<file path="config.mk">
export PLATFORM = sky130hd
export DESIGN_NAME = psr_top
export DESIGN_NICKNAME = d
export VERILOG_FILES = /design/src/psr_pkg.sv /design/src/psr_masked_reg.sv /design/src/psr_reset_drive.sv /design/src/psr_top.sv
export VERILOG_INCLUDE_DIRS = /design/src
export SDC_FILE = /design/constraint.sdc
export NUM_CORES = 1
export LEC_CHECK = 0
export ABC_AREA = 0
export BUFFER_PORTS_ARGS = -buffer_cell sky130_fd_sc_hd__buf_4
export CAP_MARGIN = 0
export CORE_MARGIN = 5
export CORE_UTILIZATION = 25
export CTS_BUF_LIST = sky130_fd_sc_hd__clkbuf_8 sky130_fd_sc_hd__clkbuf_16
export CTS_CLUSTER_SIZE = 14
export DETAILED_ROUTE_END_ITERATION = 16
export HOLD_SLACK_MARGIN = 0.12
export PLACE_DENSITY = 0.59
export SYNTH_ARGS = -nofsm -noshare
export SYNTH_HDL_FRONTEND = slang
export SYNTH_HIERARCHICAL = 1
export SYNTH_SLANG_ARGS = --single-unit
</file>
<file path="constraint.sdc">
create_clock -name clk -period 1.85 [get_ports clk]
set_input_delay 0.185 -clock clk [delete_from_list [all_inputs] [get_ports clk]]
set_output_delay 0.185 -clock clk [all_outputs]
set_load 0.01 [all_outputs]
</file>
<file path="src/psr_regs.svh">
// register offsets, field positions and reset values of the peripheral soft reset block
// assumes byte addressing with one aligned 32-bit word per register
`ifndef PSR_REGS_SVH
`define PSR_REGS_SVH

// ****************************************************************
// register byte offsets
// ****************************************************************
`define PSR_OFS_GROUP0      12'h040
`define PSR_OFS_GROUP1      12'h044
`define PSR_OFS_CAP_A       12'h010
`define PSR_OFS_CAP_B       12'h014

// ****************************************************************
// reset values
// ****************************************************************
`define PSR_RST_GROUP       32'h0000_0000
`define PSR_RST_RDATA       32'h0000_0000

// ****************************************************************
// group0 fields
// ****************************************************************
`define PSR_G0_CONV0        16
`define PSR_G0_SLEEP        6
`define PSR_G0_WDOG         3
`define PSR_G0_DEFINED      32'h0001_0048

// ****************************************************************
// group1 fields
// ****************************************************************
`define PSR_G1_CMP_HI       26
`define PSR_G1_CMP_LO       24
`define PSR_G1_GPC_HI       19
`define PSR_G1_GPC_LO       16
`define PSR_G1_I2C0         12
`define PSR_G1_SSER0        4
`define PSR_G1_ASER_HI      2
`define PSR_G1_ASER_LO      0
`define PSR_G1_DEFINED      32'h070f_1017

// ****************************************************************
// reset output vector layout
// ****************************************************************
`define PSR_NUM_RESETS      15

`endif

</file>
<file path="src/psr_pkg.sv">
// types and shared helpers of the peripheral soft reset block
// assumes psr_regs.svh is on the include path
`include "psr_regs.svh"

package psr_pkg;

	// register selected by the current bus address
	typedef enum logic [2:0]
	{
		PSR_SEL_NONE,
		PSR_SEL_GROUP0,
		PSR_SEL_GROUP1,
		PSR_SEL_CAP_A,
		PSR_SEL_CAP_B
	} psr_sel_t;

	// address decode, shared by the write and read paths
	function automatic psr_sel_t psr_decode(input logic [11:0] addr);
		psr_sel_t sel;
		sel = PSR_SEL_NONE;
		unique case (addr)
			`PSR_OFS_GROUP0: sel = PSR_SEL_GROUP0;
			`PSR_OFS_GROUP1: sel = PSR_SEL_GROUP1;
			`PSR_OFS_CAP_A:  sel = PSR_SEL_CAP_A;
			`PSR_OFS_CAP_B:  sel = PSR_SEL_CAP_B;
			default:         sel = PSR_SEL_NONE;
		endcase
		return sel;
	endfunction

	// only bits that exist and that the register defines may hold a one
	function automatic logic [31:0] psr_masked(
		input logic [31:0] value,
		input logic [31:0] cap,
		input logic [31:0] defined);
		return value & cap & defined;
	endfunction

endpackage

</file>
<file path="src/psr_masked_reg.sv">
// one software reset register whose writes are masked by a capability word
// assumes a synchronous active-low reset and a single-cycle write strobe
`timescale 1ns/1ns
`default_nettype none
`include "psr_regs.svh"

module psr_masked_reg #(
	parameter logic [31:0] DEFINED = 32'hffff_ffff	// bits that the register implements
) (
	input  wire logic        clk,	// system clock
	input  wire logic        rstn,	// synchronous reset, active low
	input  wire logic        wr,	// write strobe for this register
	input  wire logic [31:0] wdata,	// write data
	input  wire logic [31:0] cap,	// capability word, one per present peripheral
	output logic      [31:0] q	// stored value
);

	// ****************************************************************
	// storage
	// ****************************************************************
	logic [31:0] next_q;	// value after this edge

	// the capability mask is applied on every cycle, not just on writes,
	// so a peripheral that drops out can never stay stuck in reset
	assign next_q = psr_pkg::psr_masked(wr ? wdata : q, cap, DEFINED);

	// register with reset to all zeros
	always_ff @(posedge clk)
	begin
		if (!rstn)
			q <= `PSR_RST_GROUP;
		else
			q <= next_q;
	end

endmodule
`default_nettype wire

</file>
<file path="src/psr_reset_drive.sv">
// output stage that holds each peripheral reset line in a flip-flop
// assumes the peripherals sample their reset on the same clock
`timescale 1ns/1ns
`default_nettype none

module psr_reset_drive #(
	parameter int W = 15	// number of reset lines
) (
	input  wire logic         clk,	// system clock
	input  wire logic         rstn,	// synchronous reset, active low
	input  wire logic [W-1:0] level,	// requested reset levels
	output logic      [W-1:0] hold	// registered reset lines, high = held
);

	// ****************************************************************
	// registered drive
	// ****************************************************************
	// a flop here keeps decode glitches off the peripheral reset nets;
	// the cost is one cycle of delay after each register write
	always_ff @(posedge clk)
	begin
		if (!rstn)
			hold <= '0;
		else
			hold <= level;
	end

endmodule
`default_nettype wire

</file>
<file path="src/psr_top.sv">
// peripheral soft reset control: two masked reset registers and their reset lines
// assumes a plain register port with read data one cycle after the read strobe,
// and capability words that are synchronous to clk
//
// How it works
// - group0 writes masked by capability word a
// - group1 writes masked by capability word b
// - both registers 32 bits, reset zero
// - group0 bit 16 resets converter zero
// - group0 bit 6 resets sleep domain
// - group0 bit 3 resets watchdog
// - group1 bits 26..24 reset comparators two..zero
// - group1 bits 19..16 reset counters three..zero
// - group1 bit 12 resets i2c zero
// - group1 bit 4 resets sync serial zero
// - group1 bits 2..0 reset async serial two..zero
// - unassigned bits read only, read zero
`timescale 1ns/1ns
`default_nettype none
`include "psr_regs.svh"

module psr_top #(
	parameter int AW = 12	// register address width
) (
	input  wire logic          clk,			// system clock, 100 MHz
	input  wire logic          rstn,			// synchronous reset, active low
	input  wire logic [AW-1:0] addr,			// register byte address
	input  wire logic [31:0]   wdata,			// write data
	input  wire logic          wr_en,			// write strobe
	input  wire logic          rd_en,			// read strobe
	output logic      [31:0]   rdata,			// read data, cycle after rd_en
	input  wire logic [31:0]   capability_mask_a,		// present peripherals, group0
	input  wire logic [31:0]   capability_mask_b,		// present peripherals, group1
	output logic               converter_zero_reset,	// converter 0 held in reset
	output logic               sleep_domain_reset,		// sleep domain held in reset
	output logic               watchdog_reset,		// watchdog held in reset
	output logic               analog_cmp_zero_reset,	// comparator 0 held in reset
	output logic               analog_cmp_one_reset,	// comparator 1 held in reset
	output logic               analog_cmp_two_reset,	// comparator 2 held in reset
	output logic               gp_counter_zero_reset,	// counter 0 held in reset
	output logic               gp_counter_one_reset,	// counter 1 held in reset
	output logic               gp_counter_two_reset,	// counter 2 held in reset
	output logic               gp_counter_three_reset,	// counter 3 held in reset
	output logic               i2c_zero_reset,		// i2c 0 held in reset
	output logic               sync_serial_zero_reset,	// sync serial 0 held in reset
	output logic               async_serial_zero_reset,	// async serial 0 held in reset
	output logic               async_serial_one_reset,	// async serial 1 held in reset
	output logic               async_serial_two_reset	// async serial 2 held in reset
);

	// ****************************************************************
	// address decode
	// ****************************************************************
	psr_pkg::psr_sel_t sel;		// register under the address
	logic              wr_group0;	// write to group0
	logic              wr_group1;	// write to group1
	logic [11:0]       addr12;	// address at decode width

	// the upper address bits beyond the map are ignored by the compare width
	assign addr12    = addr[11:0];
	assign sel       = psr_pkg::psr_decode(addr12);
	assign wr_group0 = wr_en && (sel == psr_pkg::PSR_SEL_GROUP0);
	assign wr_group1 = wr_en && (sel == psr_pkg::PSR_SEL_GROUP1);

	// ****************************************************************
	// reset registers
	// ****************************************************************
	logic [31:0] group0;	// peripheral_reset_group0 contents
	logic [31:0] group1;	// peripheral_reset_group1 contents

	// group0, masked by capability word a
	psr_masked_reg #(
		.DEFINED (`PSR_G0_DEFINED)
	) u_group0 (
		.clk   (clk),
		.rstn  (rstn),
		.wr    (wr_group0),
		.wdata (wdata),
		.cap   (capability_mask_a),
		.q     (group0)
	);

	// group1, masked by capability word b
	psr_masked_reg #(
		.DEFINED (`PSR_G1_DEFINED)
	) u_group1 (
		.clk   (clk),
		.rstn  (rstn),
		.wr    (wr_group1),
		.wdata (wdata),
		.cap   (capability_mask_b),
		.q     (group1)
	);

	// ****************************************************************
	// read path
	// ****************************************************************
	logic [31:0] rd_value;		// word under the address
	logic [31:0] next_rdata;	// read data for the next cycle

	// unmapped addresses and reserved bits of group0 and group1 read zero; capability words read unmasked; reserved bits never
	// store a one, so no extra masking is needed here
	assign rd_value = (sel == psr_pkg::PSR_SEL_GROUP0) ? group0 :
	                  (sel == psr_pkg::PSR_SEL_GROUP1) ? group1 :
	                  (sel == psr_pkg::PSR_SEL_CAP_A)  ? capability_mask_a :
	                  (sel == psr_pkg::PSR_SEL_CAP_B)  ? capability_mask_b :
	                  `PSR_RST_RDATA;

	// read data stand for one cycle after each cycle of rd_en, then return to zero
	assign next_rdata = rd_en ? rd_value : `PSR_RST_RDATA;

	// read data register
	always_ff @(posedge clk)
	begin
		if (!rstn)
			rdata <= `PSR_RST_RDATA;
		else
			rdata <= next_rdata;
	end

	// ****************************************************************
	// reset lines
	// ****************************************************************
	logic [`PSR_NUM_RESETS-1:0] level;	// requested reset levels
	logic [`PSR_NUM_RESETS-1:0] hold;	// registered reset lines

	// gather the defined bits into one vector, most significant first
	assign level = {
		group0[`PSR_G0_CONV0],
		group0[`PSR_G0_SLEEP],
		group0[`PSR_G0_WDOG],
		group1[`PSR_G1_CMP_HI:`PSR_G1_CMP_LO],
		group1[`PSR_G1_GPC_HI:`PSR_G1_GPC_LO],
		group1[`PSR_G1_I2C0],
		group1[`PSR_G1_SSER0],
		group1[`PSR_G1_ASER_HI:`PSR_G1_ASER_LO]
	};

	// each line stays high while its bit is set
	psr_reset_drive #(
		.W (`PSR_NUM_RESETS)
	) u_drive (
		.clk   (clk),
		.rstn  (rstn),
		.level (level),
		.hold  (hold)
	);

	// fan the registered vector out to the named lines
	// the vector holds exactly the fifteen defined bits, no padding
	assign converter_zero_reset    = hold[14];
	assign sleep_domain_reset      = hold[13];
	assign watchdog_reset          = hold[12];
	assign analog_cmp_two_reset    = hold[11];
	assign analog_cmp_one_reset    = hold[10];
	assign analog_cmp_zero_reset   = hold[9];
	assign gp_counter_three_reset  = hold[8];
	assign gp_counter_two_reset    = hold[7];
	assign gp_counter_one_reset    = hold[6];
	assign gp_counter_zero_reset   = hold[5];
	assign i2c_zero_reset          = hold[4];
	assign sync_serial_zero_reset  = hold[3];
	assign async_serial_two_reset  = hold[2];
	assign async_serial_one_reset  = hold[1];
	assign async_serial_zero_reset = hold[0];

	// ****************************************************************
	// checks
	// ****************************************************************
	// a write lands masked by the capability word of its cycle
	property p_group0_mask;
		@(posedge clk) disable iff (!rstn)
		wr_group0 |=> group0 == ($past(wdata) & $past(capability_mask_a)
		                         & `PSR_G0_DEFINED);
	endproperty
	a_group0_mask: assert property (p_group0_mask)
		else $error("group0 write not masked by capability a");

	// same for group1
	property p_group1_mask;
		@(posedge clk) disable iff (!rstn)
		wr_group1 |=> group1 == ($past(wdata) & $past(capability_mask_b)
		                         & `PSR_G1_DEFINED);
	endproperty
	a_group1_mask: assert property (p_group1_mask)
		else $error("group1 write not masked by capability b");

	// after reset release both registers and all lines start at zero
	property p_reset_zero;
		@(posedge clk) disable iff (!rstn)
		$rose(rstn) |-> (group0 == `PSR_RST_GROUP) && (group1 == `PSR_RST_GROUP)
		                && (hold == '0) && (rdata == `PSR_RST_RDATA);
	endproperty
	a_reset_zero: assert property (p_reset_zero)
		else $error("registers not zero after reset");

	// converter line follows its bit one cycle later
	property p_conv_line;
		@(posedge clk) disable iff (!rstn)
		$rose(group0[`PSR_G0_CONV0]) |=> converter_zero_reset;
	endproperty
	a_conv_line: assert property (p_conv_line)
		else $error("converter reset line does not follow its bit");

	// sleep domain line tracks its bit with one cycle delay
	property p_sleep_line;
		@(posedge clk) disable iff (!rstn)
		##1 sleep_domain_reset == $past(group0[`PSR_G0_SLEEP]);
	endproperty
	a_sleep_line: assert property (p_sleep_line)
		else $error("sleep domain reset line wrong");

	// watchdog line: a write that sets the bit raises the line two edges later
	property p_wdog_line;
		@(posedge clk) disable iff (!rstn)
		(wr_group0 && wdata[`PSR_G0_WDOG] && capability_mask_a[`PSR_G0_WDOG])
		##1 capability_mask_a[`PSR_G0_WDOG] |=> watchdog_reset;
	endproperty
	a_wdog_line: assert property (p_wdog_line)
		else $error("watchdog reset line not raised");

	// comparator lines follow bits 26..24
	property p_cmp_lines;
		@(posedge clk) disable iff (!rstn)
		##1 {analog_cmp_two_reset, analog_cmp_one_reset, analog_cmp_zero_reset}
		    == $past(group1[`PSR_G1_CMP_HI:`PSR_G1_CMP_LO]);
	endproperty
	a_cmp_lines: assert property (p_cmp_lines)
		else $error("comparator reset lines wrong");

	// counter lines follow bits 19..16
	property p_gpc_lines;
		@(posedge clk) disable iff (!rstn)
		##1 {gp_counter_three_reset, gp_counter_two_reset,
		     gp_counter_one_reset, gp_counter_zero_reset}
		    == $past(group1[`PSR_G1_GPC_HI:`PSR_G1_GPC_LO]);
	endproperty
	a_gpc_lines: assert property (p_gpc_lines)
		else $error("counter reset lines wrong");

	// i2c and sync serial lines follow bits 12 and 4
	property p_serial_lines;
		@(posedge clk) disable iff (!rstn)
		##1 (i2c_zero_reset == $past(group1[`PSR_G1_I2C0]))
		    && (sync_serial_zero_reset == $past(group1[`PSR_G1_SSER0]));
	endproperty
	a_serial_lines: assert property (p_serial_lines)
		else $error("i2c or sync serial reset line wrong");

	// async serial lines follow bits 2..0
	property p_aser_lines;
		@(posedge clk) disable iff (!rstn)
		##1 {async_serial_two_reset, async_serial_one_reset, async_serial_zero_reset}
		    == $past(group1[`PSR_G1_ASER_HI:`PSR_G1_ASER_LO]);
	endproperty
	a_aser_lines: assert property (p_aser_lines)
		else $error("async serial reset lines wrong");

	// reads of group0 never show unassigned bits
	property p_reserved_zero;
		@(posedge clk) disable iff (!rstn)
		rd_en && (sel == psr_pkg::PSR_SEL_GROUP0) |=>
		(rdata & ~`PSR_G0_DEFINED) == '0 && rdata == $past(group0);
	endproperty
	a_reserved_zero: assert property (p_reserved_zero)
		else $error("group0 read shows reserved bits or wrong value");

	// the watchdog line stays high while group0 is not written and its capability bit stays set
	property p_hold_steady;
		@(posedge clk) disable iff (!rstn)
		(watchdog_reset && group0[`PSR_G0_WDOG] && !wr_group0
		 && capability_mask_a[`PSR_G0_WDOG])
		##1 capability_mask_a[`PSR_G0_WDOG] |=> watchdog_reset;
	endproperty
	a_hold_steady: assert property (p_hold_steady)
		else $error("reset line dropped without a clearing write");

	// bits of absent peripherals never read one
	property p_absent_zero;
		@(posedge clk) disable iff (!rstn)
		##1 ((group1 & ~$past(capability_mask_b)) == '0)
		    && ((group0 & ~$past(capability_mask_a)) == '0);
	endproperty
	a_absent_zero: assert property (p_absent_zero)
		else $error("bit of absent peripheral holds a one");

endmodule
`default_nettype wire

</file>
# --- After elaboration in Yosys (flattened, before gate mapping) ---
# Index checks and enable logic that the tools add are counted.
totals:
  regBits: 62
  inputBits: 112
  out_inout_bits: 47
  wordCells: 24
classes:
  eq_ne: 8
  muxes: 7
  n_bitwise: 2
  n_reduce_logical: 3
op_table:
  columns: ["op", "n"]
  rows:
  - ["$mux W32", 4]
  - ["$and A27 B27 Y27", 1]
  - ["$mux W27", 1]
  - ["$eq A12 B5 Y1 const B", 2]
  - ["$eq A12 B7 Y1 const B", 2]
  - ["$and A17 B17 Y17", 1]
  - ["$mux W17", 1]
  - ["$pmux W3 S4", 1]
  - ["$eq A3 B2 Y1 const B", 2]
  - ["$eq A3 B1 Y1 const B", 1]
  - ["$eq A3 B3 Y1 const B", 1]
  - ["$logic_and A1 B1 Y1", 2]
  - ["$reduce_and A2 Y1", 1]

# --- Depth between registers and ports, before layout ---
depth:
  word_depth: 7
  depth_mapped: 7
  ltp_nobuf: 5

# --- Cells and area by module ---
# The synthesis kept the hierarchy.
by_module_without_submodules:
  columns: ["module", "instances", "cells_per_inst", "area_each_um2", "seq_area_each_um2"]
  rows:
  - ["psr_top", 1, 196, 1931.9, 640.6]
  - ["psr_masked_reg at u_group1", 1, 71, 620.6, 240.2]
  - ["psr_reset_drive", 1, 31, 419.2, 300.3]
  - ["psr_masked_reg at u_group0", 1, 42, 334.1, 60.1]

# --- Worst setup path after synthesis ---
# Ideal clock, no wire load.
synth_path:
  kind: "input -> register"
  startpoint: "in addr[7]"
  endpoint: "reg u_group1.q[0]"
  setup_time_ns: 0.114
  arrival_ns: 1.756
  t_required_ns: 1.736
  path_slack_ns: -0.020
  cell_stages: 6
  path_buffers: 1
  cell_sequence: "or4_4 > nor4_4 > and4_2 > buf_6 > mux2i_1 > nor2_1"
synth_via:
  elab_chain_len: 6
  elab_cells_between_ends: 9
  classes_between: "eq/ne: 5; mux: 2; bitwise: 1; reduce/logical: 1"
synth_lines:
  columns: ["element", "line", "rtl"]
  rows:
  - ["from (decl)", "psr_top.sv:27", "input wire logic [AW-1:0] addr,"]
  - ["$eq A12 B5 Y1 or $eq A12 B7 Y1 (tied branches)", "psr_pkg.sv:21", "unique case (addr)"]
  - ["$pmux W3 S4 *", "psr_pkg.sv:21", null]
  - ["$eq A3 B2 Y1 *", "psr_top.sv:63", "assign wr_group1 = wr_en && (sel == psr_pkg::PSR_SEL_GROUP1);"]
  - ["$logic_and A1 B1 Y1 *", "psr_top.sv:63", null]
  - ["named net wr_group1", "psr_top.sv:56", "logic wr_group1;"]
  - ["$mux W27 *", "psr_masked_reg.sv:25", "assign next_q = psr_pkg::psr_masked(wr ? wdata : q, cap, DEFINED);"]
  - ["$and A27 B27 Y27 *", "psr_pkg.sv:36", "return value & cap & defined;"]
  - ["to (signal assigned)", "psr_masked_reg.sv:31", "q <= `PSR_RST_GROUP;"]
  - ["to (signal assigned)", "psr_masked_reg.sv:33", "q <= next_q;"]
  - ["to (decl)", "psr_masked_reg.sv:15", "output logic [31:0] q"]
# Mark *: on every way through the listed nets, which the timed path passes. The rest lies on a longest branch.
# A chain may end at the register's enable or synchronous reset.

# --- Final worst setup path ---
layout_path:
  startpoint: "in addr[7]"
  endpoint: "reg u_group1.q[18]"
# Same word-level chain as after synthesis.

==> impl_metrics.py <==
metrics = {
    "run_status": {
        "status": "completed",
    },
    "hold_path": {
        "hold_path_class": "in -> reg",
    },
    "worst_setup_path": {
        "critPathArrivalTime_ns": 1.82,
        "cp.required_ns": 2.08,
        "critical_path_class": "in -> reg",
        "path_cells": "buf_4 > or4_4 > nor4_4 > buf_4 > and4_4 > buf_12 > mux2i_1 > nor2_1",
        "endpoint_kind": "register",
        "cp-start-kind": "primary input",
        "timing.critical_path.mode_cell": "buf_4",
        "cp_num_buf_inv": 3,
        "path_max_fanout": 7,
        "slowest_stage": "or4_4",
        "slowest_delay_ns": 0.53,
        "cp_top_family": "simple AND/OR/NAND/NOR gates",
    },
    "finish": {
        "multi_input_area_um2": 1730,
        "final_util_pct": 38.3,
        "area_growth_pct": 51.6,
        "fin_cells": 684,
        "area.sequential_um2": 1240,
        "fin_nets": 615,
        "drive_gt1_share_pct": 36.0,
        "final_area_um2": 5010,
        "fill_cells": 1292,
        "insertedDiodeCount": 0,
    },
    "logic_synthesis": {
        "synth.area.mux_share_pct": 14.2,
        "netlist_instances": 340,
        "synthAdderAreaFrac_pct": 0,
        "ys_seq_area_share_pct": 37.5,
        "ys_ff_latch": 62,
        "yosysTopAreaCellShare_pct": 37.5,
        "synth-xor-area-share_pct": 0,
        "synth_area_um2": 3310,
        "synth_compound_area_share_pct": 17.0,
        "synth_warnings": 6,
        "synthTopCellsByArea": "dfxtp_1 38%, mux2i_1 14%, buf_4 11%",
        "syn_avg_cell_area_um2": 9.72,
        "netlist.top_cell.by_area": "dfxtp_1",
        "synthSimpleGateAreaFrac_pct": 15.4,
        "yosysUniqueCellTypes": 20,
        "synth_top_family_by_area": "compound AO/OA/AOI/OAI gates",
    },
    "floorplanning": {
        "start_util_pct": 25.3,
        "die_h_um": 125,
        "rows": 42,
        "dieArea_um2": 15600,
        "ioPinCount": 159,
        "die_w_um": 125,
        "core_um2": 13100,
    },
    "placement": {
        "place_congestion": 0.772,
        "portBuffers": 140,
        "dpl_worst_slack_ns": -0.129,
        "place_area_um2": 4380,
        "hpwl_um": 6950,
        "place_inst": 639,
    },
    "routing": {
        "drtIter0Drc": 74,
        "vias": 2916,
        "first_pass_iters": 4,
        "totalWireLength_um": 10300,
        "vias_per_cell": 4.26,
        "drc": 0,
        "wire_per_inst_um": 15.1,
        "ant_nets": 0,
    },
    "sta": {
        "rsz0062_at_grt": "no",
        "drv_slew": 0,
        "skew_ns": 0.00261,
        "setup_viol": 0,
        "layout_setup_ws_ns": 0.254,
        "fin_setup_tns_ns": 0,
        "fin_hold_ws_ns": 0.184,
        "fmax_ghz": 0.627,
        "fin_crit_sh_pct": 86.3,
        "hold_viol_final": 0,
        "finalCriticalPeriod_ns": 1.60,
    },
    "power_and_ir_drop": {
        "power.density_nw_per_um2": 734,
        "p_total_mw": 3.68,
        "vdd_drop_max_v": 0.000330,
        "p_leak_nw": 2.28,
    },
    "cts": {
        "htree_levels": 3,
        "clk_latency_ns": 0.33,
        "tritoncts": "done",
        "clk_pin_slew_ns": 0.06,
        "clock-sinks": 62,
        "cts_buffers": 9,
        "cts_buffer_depth": 2,
        "cts_resized": 0,
        "cts-root-buf": "clkbuf_16",
    },
    "global_route": {
        "grt_max_degree": 49,
        "antenna_found_initial": 0,
        "grt_pass1_wl_um": 16400,
        "grt_pass1_vias": 3126,
        "grt-ovfl-total": 0,
        "grt.total_usage_pct": 13.3,
    },
    "job": {
        "maxCapViolCount": 0,
    },
}
-- report_power, final --
part           total, mW  switching, mW  internal (mW)
clock               1.88          0.603           1.28
sequential          1.34      0.0000536           1.34
combinational      0.455          0.193          0.262
total               3.68          0.796           2.88
-- registers in the layout, summed over array words and instances, names as in the netlist --
name and cells:
rdata 32, u_drive/hold 15, u_group1/q 12, u_group0/q 3
-- repair_timing --
action,CTS,global route
endpoints found under the hold margin,15,0
hold buffers,29,0
buffers inserted,0,0
-- final timing paths --
| kind | from | slack (ns) | endpoint | cells past startpoint |
|---|---|---|---|---|
| worst max-delay path | addr[7] | 0.25 | u_group1/q[18] | 8 |
| worst min-delay path | rstn | 0.18 | u_group0/q[6] | 3 |
| worst max register to register | u_group1/q[18] | 1.03 | rdata[18] | 3 |
| worst min register to register | u_group1/q[26] | 0.50 | u_drive/hold[11] | 1 |
-- layout make-up --
type	count	share of cell area (%)
timing repair buffer	181	29.6
inverter	1	0.0749
sequential	62	24.8
multi-input combinational	248	34.5
clock buffer	12	5.32
tap	176	4.40
clock inverter	4	1.37
-- tightest hold or removal path: cells and delay by family --
| family | cells | cell delay, ns |
|---|---|---|
| simple gates | 2 | 0.11 |
| buf+inv | 1 | 0.18 |
-- cells in the mapped netlist --
master    count
and2_1        4
and2_2       11
and3_1        1
and4_2        2
buf_2         5
buf_4        49
buf_6         5
clkbuf_1     17
conb_1        2
dfxtp_1      62
inv_1         1
mux2i_1      47
nand2_1      15
nand2b_1      3
nor2_1       18
nor2b_1      32
nor4_4        1
o2111a_1     32
o22ai_1      32
or4_4         1
-- metal layers --
layer / GRT usage [%] / wire, um / vias to the layer above
met5: 0 / 0 / -
met4: 4.66 / 206 / 0
met3: 4.99 / 738 / 14
met2: 22.7 / 4960 / 101
met1: 15.2 / 4410 / 1357
li1: - / - / 1444
-- layout by cell type (no fill, tap or decap), types with 9 or more instances in the layout --
master	synthesis	final
clkbuf_16	0	9
mux2i_1	47	47
o2111a_1	32	32
o22ai_1	32	32
nor2_1	18	18
dfxtp_1	62	62
conb_1	2	49
and2_2	11	11
nand2_1	15	15
buf_4	49	148
nor2b_1	32	32
dlygate4sd3_1	0	29
-- kinds of logic (layout without fill, tap and decap cells) --
group,after synthesis,in the layout
buffers and inverters,77,198
and+or+nand+nor,88,88
DFF,62,62
other,2,49
muxes,47,47
AOI/OAI and AO/OA,64,64
Power figures use the tool's default switching activity.
